File: src/verilog/sar_adc_defs.vh
`ifndef SAR_ADC_DEFS_VH
`define SAR_ADC_DEFS_VH

// Register offsets
`define OFS_CTRL_FIRST    3'h0
`define OFS_CTRL_SECOND   3'h1
`define OFS_RESULT_HIGH   3'h2
`define OFS_RESULT_LOW    3'h3
`define OFS_FLAG_REG      3'h4
`define OFS_ENABLE_REG    3'h5
`define OFS_IRQ_STATUS    3'h6
`define OFS_IRQ_MASK      3'h7

// First control register fields
`define BIT_CONVERTER_ON  0
`define BIT_GO_BUSY       1
`define CHAN_LSB          2
`define CHAN_MSB          6

// Second control register fields
`define CLKSEL_LSB        4
`define CLKSEL_MSB        6

// Flag and enable register fields
`define BIT_DONE_FLAG     6
`define BIT_IRQ_ENABLE    6

// Interrupt status bits
`define EVT_DONE          0
`define EVT_ABORT         1

// Clock select codes
`define CLKSEL_DIV8       3'h1
`define CLKSEL_DIV16      3'h5
`define CLKSEL_DIV32      3'h2
`define CLKSEL_DIV64      3'h6

// Divider reload values (half periods minus one)
`define HALF_DIV8         6'h03
`define HALF_DIV16        6'h07
`define HALF_DIV32        6'h0f
`define HALF_DIV64        6'h1f
// Internal RC bit period: nominal 4 us at 200 MHz
`define RC_PERIOD_NS      4000
`define CLK_PERIOD_NS     5
// Half period minus one: (4000 / 5) / 2 - 1
`define RC_HALF           10'h18f

// Timing counts in bit periods
`define CONV_PERIODS      4'hb
`define ABORT_PERIODS     2'h2

`endif
File: src/verilog/bit_period_gen.v
`timescale 1ns/100ps
`default_nettype none
// Makes a one-cycle tick at the end of each bit period
module bit_period_gen (
  // Clock and reset
  input  wire       clk_sys_in,
  input  wire       nrst_in,
  // Control
  input  wire       run_in,
  input  wire [9:0] half_in,
  // Tick
  output reg        tick_out
);
  reg [9:0] count;
  reg       phase;

  always @(posedge clk_sys_in or negedge nrst_in) begin
    if (!nrst_in) begin
      count    <= 10'h000;
      phase    <= 1'b0;
      tick_out <= 1'b0;
    end else if (!run_in) begin
      count    <= 10'h000;
      phase    <= 1'b0;
      tick_out <= 1'b0;
    end else if (count >= half_in) begin
      count    <= 10'h000;
      phase    <= ~phase;
      tick_out <= phase;
    end else begin
      count    <= count + 10'h001;
      tick_out <= 1'b0;
    end
  end
endmodule
`default_nettype wire

File: src/verilog/sar_adc_conversion_control.v
// Overview of operation
// Clock select 001/101/010/110 divide by 8/16/32/64; x11 selects RC clock.
// A conversion lasts eleven bit periods from its start.
// Only the second control register clock field picks the clock.
// Software avoids divide by 8 at 8 MHz system clock.
// Software picks RC clock only for conversions during sleep.
// Done flag sets at every conversion end regardless of enable.
// Hardware never clears done flag; software clears it by write.
// Interrupt request when done flag and its enable are both set.
// Pending interrupt wakes from sleep and also fires in normal run.
// Result right-justified: low byte bits 7..0, high byte bits 9..8.
// Converter works only while on; writing go starts a conversion.
// Software turns converter on before setting go in later write.
// After period eleven: load result, clear go, set done together.
// Clearing go mid-conversion aborts; result keeps previous value.
// After abort wait two bit periods, then acquisition restarts itself.
// Reset returns registers to reset values, converter off, stops conversion.
// Converter does not operate while the device sleeps.
// One bit per period, MSB first, bit 9 in period 2.
`timescale 1ns/100ps
`default_nettype none
`include "sar_adc_defs.vh"
module sar_adc_conversion_control (
  // Clock and reset
  input  wire       clk_sys_in,
  input  wire       nrst_in,
  // Register port
  input  wire [2:0] addr_in,
  input  wire [7:0] wdata_in,
  input  wire       wr_in,
  input  wire       rd_in,
  output reg  [7:0] rdata_out,
  // Analog side
  input  wire       comp_in,
  input  wire       sleep_in,
  output reg  [9:0] dac_code_out,
  output reg  [4:0] chan_sel_out,
  output reg        sample_out,
  output reg        analog_on_out,
  // Interrupts
  output reg        conv_irq_out,
  output reg        wake_out,
  output reg        irq_out
);
  localparam ST_IDLE  = 4'b0001;
  localparam ST_CONV  = 4'b0010;
  localparam ST_ABORT = 4'b0100;
  localparam ST_DONE  = 4'b1000;

  reg [3:0] state;
  reg [3:0] next_state;
  reg       converter_on;
  reg       go_busy;
  reg [4:0] chan;
  reg [2:0] conv_clock_select;
  reg       conv_done_flag;
  reg       conv_irq_enable;
  reg [7:0] result_low_byte;
  reg [1:0] result_high_byte;
  reg [9:0] sar;
  reg [3:0] period_cnt;
  reg [1:0] status;
  reg [1:0] mask;
  reg [9:0] half;
  reg       sar_set;
  wire      tick;
  wire      run;
  wire      wr_first;
  wire      go_write;
  wire      go_clear;
  wire      finish;
  wire      abort_evt;
  wire      pend;
  wire      hold_on;

  assign run = converter_on && !sleep_in;
  assign wr_first = wr_in && (addr_in == `OFS_CTRL_FIRST);
  assign go_write = wr_first && wdata_in[`BIT_GO_BUSY];
  assign go_clear = wr_first && !wdata_in[`BIT_GO_BUSY];
  assign finish = (state == ST_CONV) && tick &&
                  (period_cnt == (`CONV_PERIODS - 4'h1));
  assign abort_evt = (state == ST_CONV) && (go_clear || !run);
  assign pend = conv_done_flag && conv_irq_enable;
  assign hold_on = wr_first && wdata_in[`BIT_CONVERTER_ON];

  // Bit period selection
  always @* begin
    case (conv_clock_select)
      `CLKSEL_DIV8:  half = {4'h0, `HALF_DIV8};
      `CLKSEL_DIV16: half = {4'h0, `HALF_DIV16};
      `CLKSEL_DIV32: half = {4'h0, `HALF_DIV32};
      `CLKSEL_DIV64: half = {4'h0, `HALF_DIV64};
      default: begin
        if (conv_clock_select[1:0] == 2'b11)
          half = `RC_HALF;
        else
          half = {4'h0, `HALF_DIV8};
      end
    endcase
  end

  bit_period_gen u_bit_period_gen (
    .clk_sys_in (clk_sys_in),
    .nrst_in    (nrst_in),
    .run_in     (run && (state != ST_IDLE)),
    .half_in    (half),
    .tick_out   (tick)
  );

  always @* begin
    next_state = state;
    case (state)
      ST_IDLE:
        if (go_write && run && converter_on)
          next_state = ST_CONV;
      ST_CONV:
        if (abort_evt)
          next_state = ST_ABORT;
        else if (finish)
          next_state = ST_DONE;
      ST_ABORT:
        if (!run ||
            (tick && period_cnt == {2'b00, `ABORT_PERIODS - 2'h1}))
          next_state = ST_IDLE;
      ST_DONE:
        next_state = ST_IDLE;
      default:
        next_state = ST_IDLE;
    endcase
  end

  // Control and SAR sequencing
  always @(posedge clk_sys_in or negedge nrst_in) begin
    if (!nrst_in) begin
      state             <= ST_IDLE;
      converter_on      <= 1'b0;
      go_busy           <= 1'b0;
      chan              <= 5'h00;
      conv_clock_select <= 3'h0;
      conv_done_flag    <= 1'b0;
      conv_irq_enable   <= 1'b0;
      result_low_byte   <= 8'h00;
      result_high_byte  <= 2'h0;
      sar               <= 10'h000;
      period_cnt        <= 4'h0;
      status            <= 2'h0;
      mask              <= 2'h0;
      sar_set           <= 1'b0;
    end else begin
      state <= next_state;
      if (wr_first) begin
        converter_on <= wdata_in[`BIT_CONVERTER_ON];
        chan         <= wdata_in[`CHAN_MSB:`CHAN_LSB];
      end
      if (wr_in && addr_in == `OFS_CTRL_SECOND)
        conv_clock_select <= wdata_in[`CLKSEL_MSB:`CLKSEL_LSB];
      if (wr_in && addr_in == `OFS_ENABLE_REG)
        conv_irq_enable <= wdata_in[`BIT_IRQ_ENABLE];
      if (wr_in && addr_in == `OFS_IRQ_MASK)
        mask <= wdata_in[1:0];
      // Go only starts from idle when already on
      if (state == ST_IDLE && go_write && run && converter_on)
        go_busy <= 1'b1;
      else if (finish || abort_evt || (state == ST_IDLE && !hold_on))
        go_busy <= 1'b0;
      else if (state == ST_IDLE)
        go_busy <= 1'b0;
      // Period count and SAR
      if (state == ST_IDLE) begin
        period_cnt <= 4'h0;
        sar        <= 10'h000;
        sar_set    <= 1'b0;
      end else if (abort_evt) begin
        period_cnt <= 4'h0;
      end else if (tick) begin
        period_cnt <= period_cnt + 4'h1;
        if (state == ST_CONV && period_cnt >= 4'h1 &&
            period_cnt <= 4'ha) begin
          // Keep the trial bit if the comparator says below input
          sar <= sar | (comp_in ? dac_code_out : 10'h000);
          sar_set <= 1'b1;
        end
      end
      if (finish) begin
        result_low_byte  <= sar[7:0] | (comp_in ? dac_code_out[7:0] : 8'h00);
        result_high_byte <= sar[9:8] | (comp_in ? dac_code_out[9:8] : 2'h0);
      end
      // Set wins over a software clear
      if (finish)
        conv_done_flag <= 1'b1;
      else if (wr_in && addr_in == `OFS_FLAG_REG)
        conv_done_flag <= wdata_in[`BIT_DONE_FLAG];
      status <= (rd_in && addr_in == `OFS_IRQ_STATUS) ? 2'h0 : status;
      if (finish)
        status[`EVT_DONE] <= 1'b1;
      if (abort_evt)
        status[`EVT_ABORT] <= 1'b1;
    end
  end

  // Trial code: only the bit under test, one-hot, without the current SAR
  always @(posedge clk_sys_in or negedge nrst_in) begin
    if (!nrst_in) begin
      dac_code_out  <= 10'h000;
      chan_sel_out  <= 5'h00;
      sample_out    <= 1'b0;
      analog_on_out <= 1'b0;
    end else begin
      chan_sel_out  <= chan;
      analog_on_out <= run;
      sample_out    <= run && (state == ST_IDLE);
      if (state == ST_CONV && period_cnt <= 4'ha)
        dac_code_out <= 10'h200 >> ((period_cnt == 4'h0) ? 4'h0 :
                        (tick ? period_cnt : period_cnt - 4'h1));
      else
        dac_code_out <= 10'h000;
    end
  end

  // Read data and interrupt outputs
  always @(posedge clk_sys_in or negedge nrst_in) begin
    if (!nrst_in) begin
      rdata_out    <= 8'h00;
      conv_irq_out <= 1'b0;
      wake_out     <= 1'b0;
      irq_out      <= 1'b0;
    end else begin
      conv_irq_out <= pend;
      wake_out     <= pend && sleep_in;
      irq_out      <= |(status & mask);
      rdata_out    <= 8'h00;
      if (rd_in) begin
        case (addr_in)
          `OFS_CTRL_FIRST:
            rdata_out <= {1'b0, chan, go_busy, converter_on};
          `OFS_CTRL_SECOND:
            rdata_out <= {1'b0, conv_clock_select, 4'h0};
          `OFS_RESULT_HIGH:
            rdata_out <= {6'h00, result_high_byte};
          `OFS_RESULT_LOW:
            rdata_out <= result_low_byte;
          `OFS_FLAG_REG:
            rdata_out <= {1'b0, conv_done_flag, 6'h00};
          `OFS_ENABLE_REG:
            rdata_out <= {1'b0, conv_irq_enable, 6'h00};
          `OFS_IRQ_STATUS:
            rdata_out <= {6'h00, status};
          `OFS_IRQ_MASK:
            rdata_out <= {6'h00, mask};
          default:
            rdata_out <= 8'h00;
        endcase
      end
    end
  end
endmodule
`default_nettype wire

File: config.mk
export PLATFORM = sky130hd
export DESIGN_NAME = sar_adc_conversion_control
export DESIGN_NICKNAME = d
export VERILOG_FILES = /design/src/verilog/bit_period_gen.v /design/src/verilog/sar_adc_conversion_control.v
export VERILOG_INCLUDE_DIRS = /design/src /design/src/verilog
export SDC_FILE = /design/constraint.sdc
export NUM_CORES = 1
export LEC_CHECK = 0
export BUFFER_PORTS_ARGS = -buffer_cell sky130_fd_sc_hd__buf_2
export CORE_UTILIZATION = 30
export DETAILED_ROUTE_END_ITERATION = 16
export PLACE_DENSITY = 0.56
export SLEW_MARGIN = 20
export SYNTH_ARGS = -nofsm -noshare
export SYNTH_HDL_FRONTEND = slang
export SYNTH_SLANG_ARGS = --single-unit
File: constraint.sdc
create_clock -name clk_sys_in -period 2.9 [get_ports clk_sys_in]
set_input_delay 0.725 -clock clk_sys_in [delete_from_list [all_inputs] [get_ports clk_sys_in]]
set_output_delay 0.725 -clock clk_sys_in [all_outputs]
set_load 0.02 [all_outputs]
==> results of run 1 <==
==> kinds of logic after synthesis <==
logic type               after synthesis  share of synthesized area
XOR/XNOR                              11                     0.0247
adder cells (fa/ha/maj)               14                     0.0448
buffers and inverters                 24                     0.0320
AO/OA/AOI/OAI                         69                      0.113
flip-flops                            84                      0.538
AND/OR/NAND/NOR                      147                      0.196
multiplexers                          16                     0.0506
==> layer usage <==
| layer | wire, um | GRT usage |
|---|---|---|
| met5 | 0 | 0 |
| met3 | 316 | 0.0353 |
| met2 | 3750 | 0.207 |
| met4 | 120 | 0.0393 |
| met1 | 3900 | 0.173 |
==> worst paths after layout <==
path                                from            endpoint  slack [ps]  cells past startpoint
setup / recovery           period_cnt[0]  result_low_byte[3]         610                      8
min in group clk_sys_in          chan[4]     chan_sel_out[4]         400                      0
setup reg to reg           period_cnt[0]  result_low_byte[3]         610                      8
hold / removal                   nrst_in       period_cnt[0]         210                      1
hold reg to reg                  chan[4]     chan_sel_out[4]         400                      0
max in group asynchronous        nrst_in            state[0]        2020                      2
==> critical path: stages (launching register included) <==
cell     delay [ps]
dfrtp_1         480
inv_1           220
ha_1            200
nand2_1          60
nor3_1          300
and2_1          550
buf_4           270
nor2_1           60
a21oi_2          90
==> registers in the layout (all words and copies together) (netlist names), 2 cells and up <==
name,cells
result_high_byte,2
mask,2
sar,10
rdata_out,8
period_cnt,4
chan_sel_out,5
result_low_byte,8
u_bit_period_gen.count,10
state,4
dac_code_out,10
conv_clock_select,3
chan,5
status,2
==> cells in the final DEF (no fill, tap or decap), drive strengths merged, types with 9 or more instances in the layout <==
cell    synthesis  layout
dfrtp          83      83
buf             7      48
nor2           45      45
nand2          45      45
a21oi          33      33
o21ai          21      21
ha             14      14
nand3          12      12
inv             9      12
mux2           10      10
clkbuf          8       9
==> area by class of cell <==
cell class,instances,area (sq um),share of cell area
Inverter,9,33.8,0.00726
Clock buffer,9,225,0.0484
Tap cell,172,215,0.0463
Sequential cell,84,2100,0.452
Clock inverter,7,128,0.0274
Multi-Input combinational cell,257,1680,0.361
Timing Repair Buffer,48,268,0.0576
==> power by group <==
part	leakage [nW]	internal (mW)	switching (mW)
sequential	1.07	1.28	0.0768
clock	0.173	0.855	0.490
combinational	0.891	0.186	0.314
total	2.13	2.32	0.881
==> metrics.md, run 1 <==
| Metric | Value |
|---|---|
| Status | completed |
| Total grt overflow | 0 |
| Final min period | 2290 ps |
| Worst EP arrival | 2560 ps |
| CTS root buf | clkbuf_16 |
| Overall Global Routing Usage | 0.130 |
| Core area | 12700 sq um |
| Post-CTS setup buffer count | 0 |
| CP Max Fanout | 14 |
| GP Congestion | 0.835 |
| Slew margin rel. | 0.626 |
| Die area | 13500 sq um |
| Synth warn | 0 |
| Port-buffer cells | 43 |
| Slew Viols, Final | 0 |
| Hold_ws | 215 ps |
| Clk_lat worst skew | 340 ps |
| CTS tree | done |
| Cell area after layout | 4650 sq um |
| Synth top area cells | dfrtp_1 (53%), ha_1 (4.5%), nor2_1 (4.3%) |
| 1st-iter DRT viols | 239 |
| Number of buffers created by CTS | 9 |
| Most common cell in the netlist | dfrtp_1 |
| Post-synth EDFFs | 0 |
| Antenna diodes | 0 |
| Synth Instances | 365 |
| Vias per inst | 4.76 |
| Fill count | 1298 |
| Resize count post-CTS | 0 |
| CTS HTree Levels | 3 |
| Initial Util | 0.308 |
| Unrepaired setup endpoints after global routing | no |
| Seq cells post-synth | 84 |
| CP required | 3170 ps |
| Remaining antenna violation count | 0 |
| Asr flop ratio synth | 1.00 |
| Element type at the critical path start | flip-flop |
| Hold-fix buffers, CTS | 0 |
| Worst vdd ir | 0.268 mV |
| Fin. Hold Viols | 0 |
| Setup TNS | 0 ps |
| Final HPWL from detailed placement | 5830 um |
| Post-synth top cells | dfrtp_1 (83), nor2_1 (45), nand2_1 (43) |
| Total wire length | 8090 um |
| Largest net degree at the start of global routing | 76 |
| Post-placement cell area | 4300 sq um |
| Clk sinks | 84 |
| Main flop type after synthesis | dfrtp_1 |
| DRC | 0 |
| Worst setup path class | flip-flop to flip-flop |
| Setup Skew | 4.80 ps |
| Global-route wire length before repair | 13600 um |
| Lkg Pwr | 2.13 nW |
| Synth area leader | dfrtp_1 |
| Mapped Nets | 396 |
| Max Root-Sink Buffers | 2 |
| Share of the synthesized area in the top cell type | 0.532 |
| Synth-to-Final Area Change | 19.1% |
| TritonRoute pass-1 iters | 4 |
| Wirelength per Cell | 13.8 um |
| Post-synthesis sequential area ratio | 0.538 |
| DP Cell Count | 570 |
| Syn Area/Cell | 10.7 sq um |
| Period utilisation layout | 0.791 |
| Final net count | 440 |
| Die height | 116 um |
| Fin util | 0.367 |
| Share of cells above drive strength 1 | 0.234 |
| Pre-CTS setup slack | 609 ps |
| Hold crit path type | primary input to async pin |
| Power Density | 689 nW/um^2 |
| Tot Pwr | 3.21 mW |
| Setup violators final | 0 |
| Final cell count without fillers | 586 |
| Synthesized area | 3910 sq um |
| CTS clock-pin slew for the worst setup and hold paths | 60 ps |
| CP Capture Type | flip-flop |
| FP Rows | 41 |
| Vias in the first global route | 2737 |
| Setup WS post-layout | 606 ps |
| Max Clock Freq | 436 MHz |
| I/O pin total | 45 |
| Worst-Margin Slew | 560 ps |
| Initial antenna violation count | 0 |
| Max Cap Viol | 0 |
| Post-synthesis cell type count | 51 |
| DR vias | 2787 |
| Die Wd | 116 um |
(Power assumes the default switching activity.)
==> inputs of run 2 (changes only) <==
==> constraint.sdc (replaced) <==
create_clock -name clk_sys_in -period 2.18 [get_ports clk_sys_in]
set_input_delay 0.545 -clock clk_sys_in [delete_from_list [all_inputs] [get_ports clk_sys_in]]
set_output_delay 0.545 -clock clk_sys_in [all_outputs]
set_load 0.02 [all_outputs]
==> metrics.md, run 2 (synthesis gave the netlist of run 1 again) <==
| Metric | Value |
|---|---|
| Final net count | 451 (+2.5%) |
| Final min period | 2070 ps (-220 ps) |
| Unrepaired setup endpoints after global routing | yes |
| Most frequent cells in the layout | dfrtp_1 (83), nor2_1 (45), nand2_1 (42), buf_2 (42), a21oi_1 (22) |
| CTS root buf | clkbuf_16 |
| RR Startpoint | conv_clock_select[0] |
| Max Clock Freq | 482 MHz (+11%) |
| GP Congestion | 0.854 (+2.3%) |
| Core area | 12700 sq um (unchanged) |
| I/O pin total | 45 (unchanged) |
| Overall Global Routing Usage | 0.137 (+0.00727) |
| Worst EP arrival | 2290 ps (-270 ps) |
| Slew Viols, Final | 0 (unchanged) |
| Die height | 116 um (unchanged) |
| Setup Skew | 7.79 ps (+3.00 ps) |
| Initial Util | 0.308 (unchanged) |
| Fin. Hold Viols | 0 (unchanged) |
| Hold crit path type | primary input to async pin |
| Die Wd | 116 um (unchanged) |
| R2R Setup Slk | 110 ps (-500 ps) |
| Status | completed |
| R2R cell count | 10 (+2) |
| DRC | 0 (unchanged) |
| Worst vdd ir | 0.392 mV (+47%) |
| Antenna diodes | 0 (unchanged) |
| FP Rows | 41 (unchanged) |
| DR vias | 2792 (+0.18%) |
| Lkg Pwr | 2.16 nW (+1.0%) |
| Initial antenna violation count | 0 (unchanged) |
| TritonRoute pass-1 iters | 4 (unchanged) |
| Final cell count without fillers | 597 (+1.9%) |
| DP Cell Count | 579 (+1.6%) |
| Hold-fix buffers, CTS | 0 (unchanged) |
| Clk sinks | 84 (unchanged) |
| Global-route wire length before repair | 13900 um (+2.5%) |
| Commonest non-fill, non-tap cell in the layout | dfrtp_1 |
| Hold_ws | 82.2 ps (-133 ps) |
| Reg-to-reg endpoint | u_bit_period_gen.phase |
| Total wire length | 8200 um (+1.3%) |
| CP Max Fanout | 3 (-11) |
| Vias per inst | 4.68 (-1.7%) |
| Max Root-Sink Buffers | 2 (unchanged) |
| Power Density | 871 nW/um^2 (+26%) |
| Element type at the critical path start | flip-flop |
| Final HPWL from detailed placement | 6050 um (+3.8%) |
| Share of cells above drive strength 1 | 0.264 (+0.0292) |
| Vias in the first global route | 2731 (-0.22%) |
| Max Cap Viol | 0 (unchanged) |
| Setup violators final | 0 (unchanged) |
| 1st-iter DRT viols | 198 (-17%) |
| CTS HTree Levels | 3 (unchanged) |
| Synth-to-Final Area Change | 20.7% |
| Period utilisation layout | 0.951 (+0.160) |
| Slew margin rel. | 0.662 (+0.0350) |
| Total grt overflow | 0 (unchanged) |
| Remaining antenna violation count | 0 (unchanged) |
| Port-buffer cells | 43 (unchanged) |
| Wirelength per Cell | 13.7 um (-0.53%) |
| CP Capture Type | flip-flop |
| Worst-Margin Slew | 506 ps (-54.4 ps) |
| Die area | 13500 sq um (unchanged) |
| CTS tree | done |
| Largest net degree at the start of global routing | 45 (-41%) |
| Top Registers | dac_code_out: 10 flops, sar: 10 flops, u_bit_period_gen.count: 10 flops |
| CTS clock-pin slew for the worst setup and hold paths | 60 ps (about the same) |
| Clk_lat worst skew | 350 ps (about the same) |
| Worst setup path class | flip-flop to flip-flop |
| Fill count | 1269 (-2.2%) |
| CP required | 2400 ps (-770 ps) |
| Number of buffers created by CTS | 9 (unchanged) |
## run 2: through the flow
stage | utilization | TNS, ps | instance area, sq um | power (mW) | setup WS (ps)
6_report | 0.372 | 0 | 4720 | 4.11 | 106
5_1_grt | 0.372 | -20.7 | 4720 | 4.32 | -20.1
4_1_cts | 0.370 | 0 | 4690 | 4.14 | 43.5
3_5_place_dp | 0.346 | -507 | 4380 | 2.57 | -63.7
3_3_place_gp | 0.346 | 0 | 4380 | 2.55 | 13.1
2_1_floorplan | - | 0 | 3910 | 2.28 | 163
## run 2: critical path, stage by stage (launching register included)
cell      delay [ps]
dfrtp_1          400
inv_2             70
ha_2             270
nor2_1            90
a21oi_1           50
ha_1             270
a211o_1          250
o211ai_1          80
a32o_2           260
xor2_1           160
nor3_1            60
## run 2: worst max path at each step
stage	slack [ps]	endpoint	depth (start not counted)	from
after floorplan	160	u_bit_period_gen.count[2]	10	conv_clock_select[0]
after global placement	10	u_bit_period_gen.count[9]	10	conv_clock_select[0]
after detailed placement	-60	u_bit_period_gen.count[3]	11	conv_clock_select[0]
after CTS	40	u_bit_period_gen.count[5]	11	conv_clock_select[0]
after global routing	-20	u_bit_period_gen.phase	10	conv_clock_select[0]
final	110	u_bit_period_gen.phase	10	conv_clock_select[0]
## run 2: area by class of cell
cell class / instances / area, sq um / area share
Clock inverter: 3 / 45.0 / 0.00955
Clock buffer: 13 / 260 / 0.0552
Inverter: 9 / 33.8 / 0.00716
Sequential cell: 84 / 2100 / 0.446
Multi-Input combinational cell: 257 / 1700 / 0.360
Timing Repair Buffer: 59 / 363 / 0.0769
Tap cell: 172 / 215 / 0.0456
## run 2: routing by layer
metal  routed length, um  vias to the layer above  global-route usage
met5                   0                        -                   0
met4                 170                        0              0.0650
met3                 386                       14              0.0426
met2                3720                       56               0.205
met1                3920                     1350               0.181
li1                    -                     1372                   -
## run 2: power by group
part	total [mW]	switching [mW]	leakage (nW)	internal, mW
combinational	0.742	0.438	0.943	0.304
clock	1.55	0.603	0.142	0.950
sequential	1.81	0.104	1.07	1.71
## run 2: timing repair
action,in CTS,in global routing
cloned,0,0
pin swaps,0,3
setup buffers,0,2
resized for setup,2,5
endpoints found under the setup margin,9,12
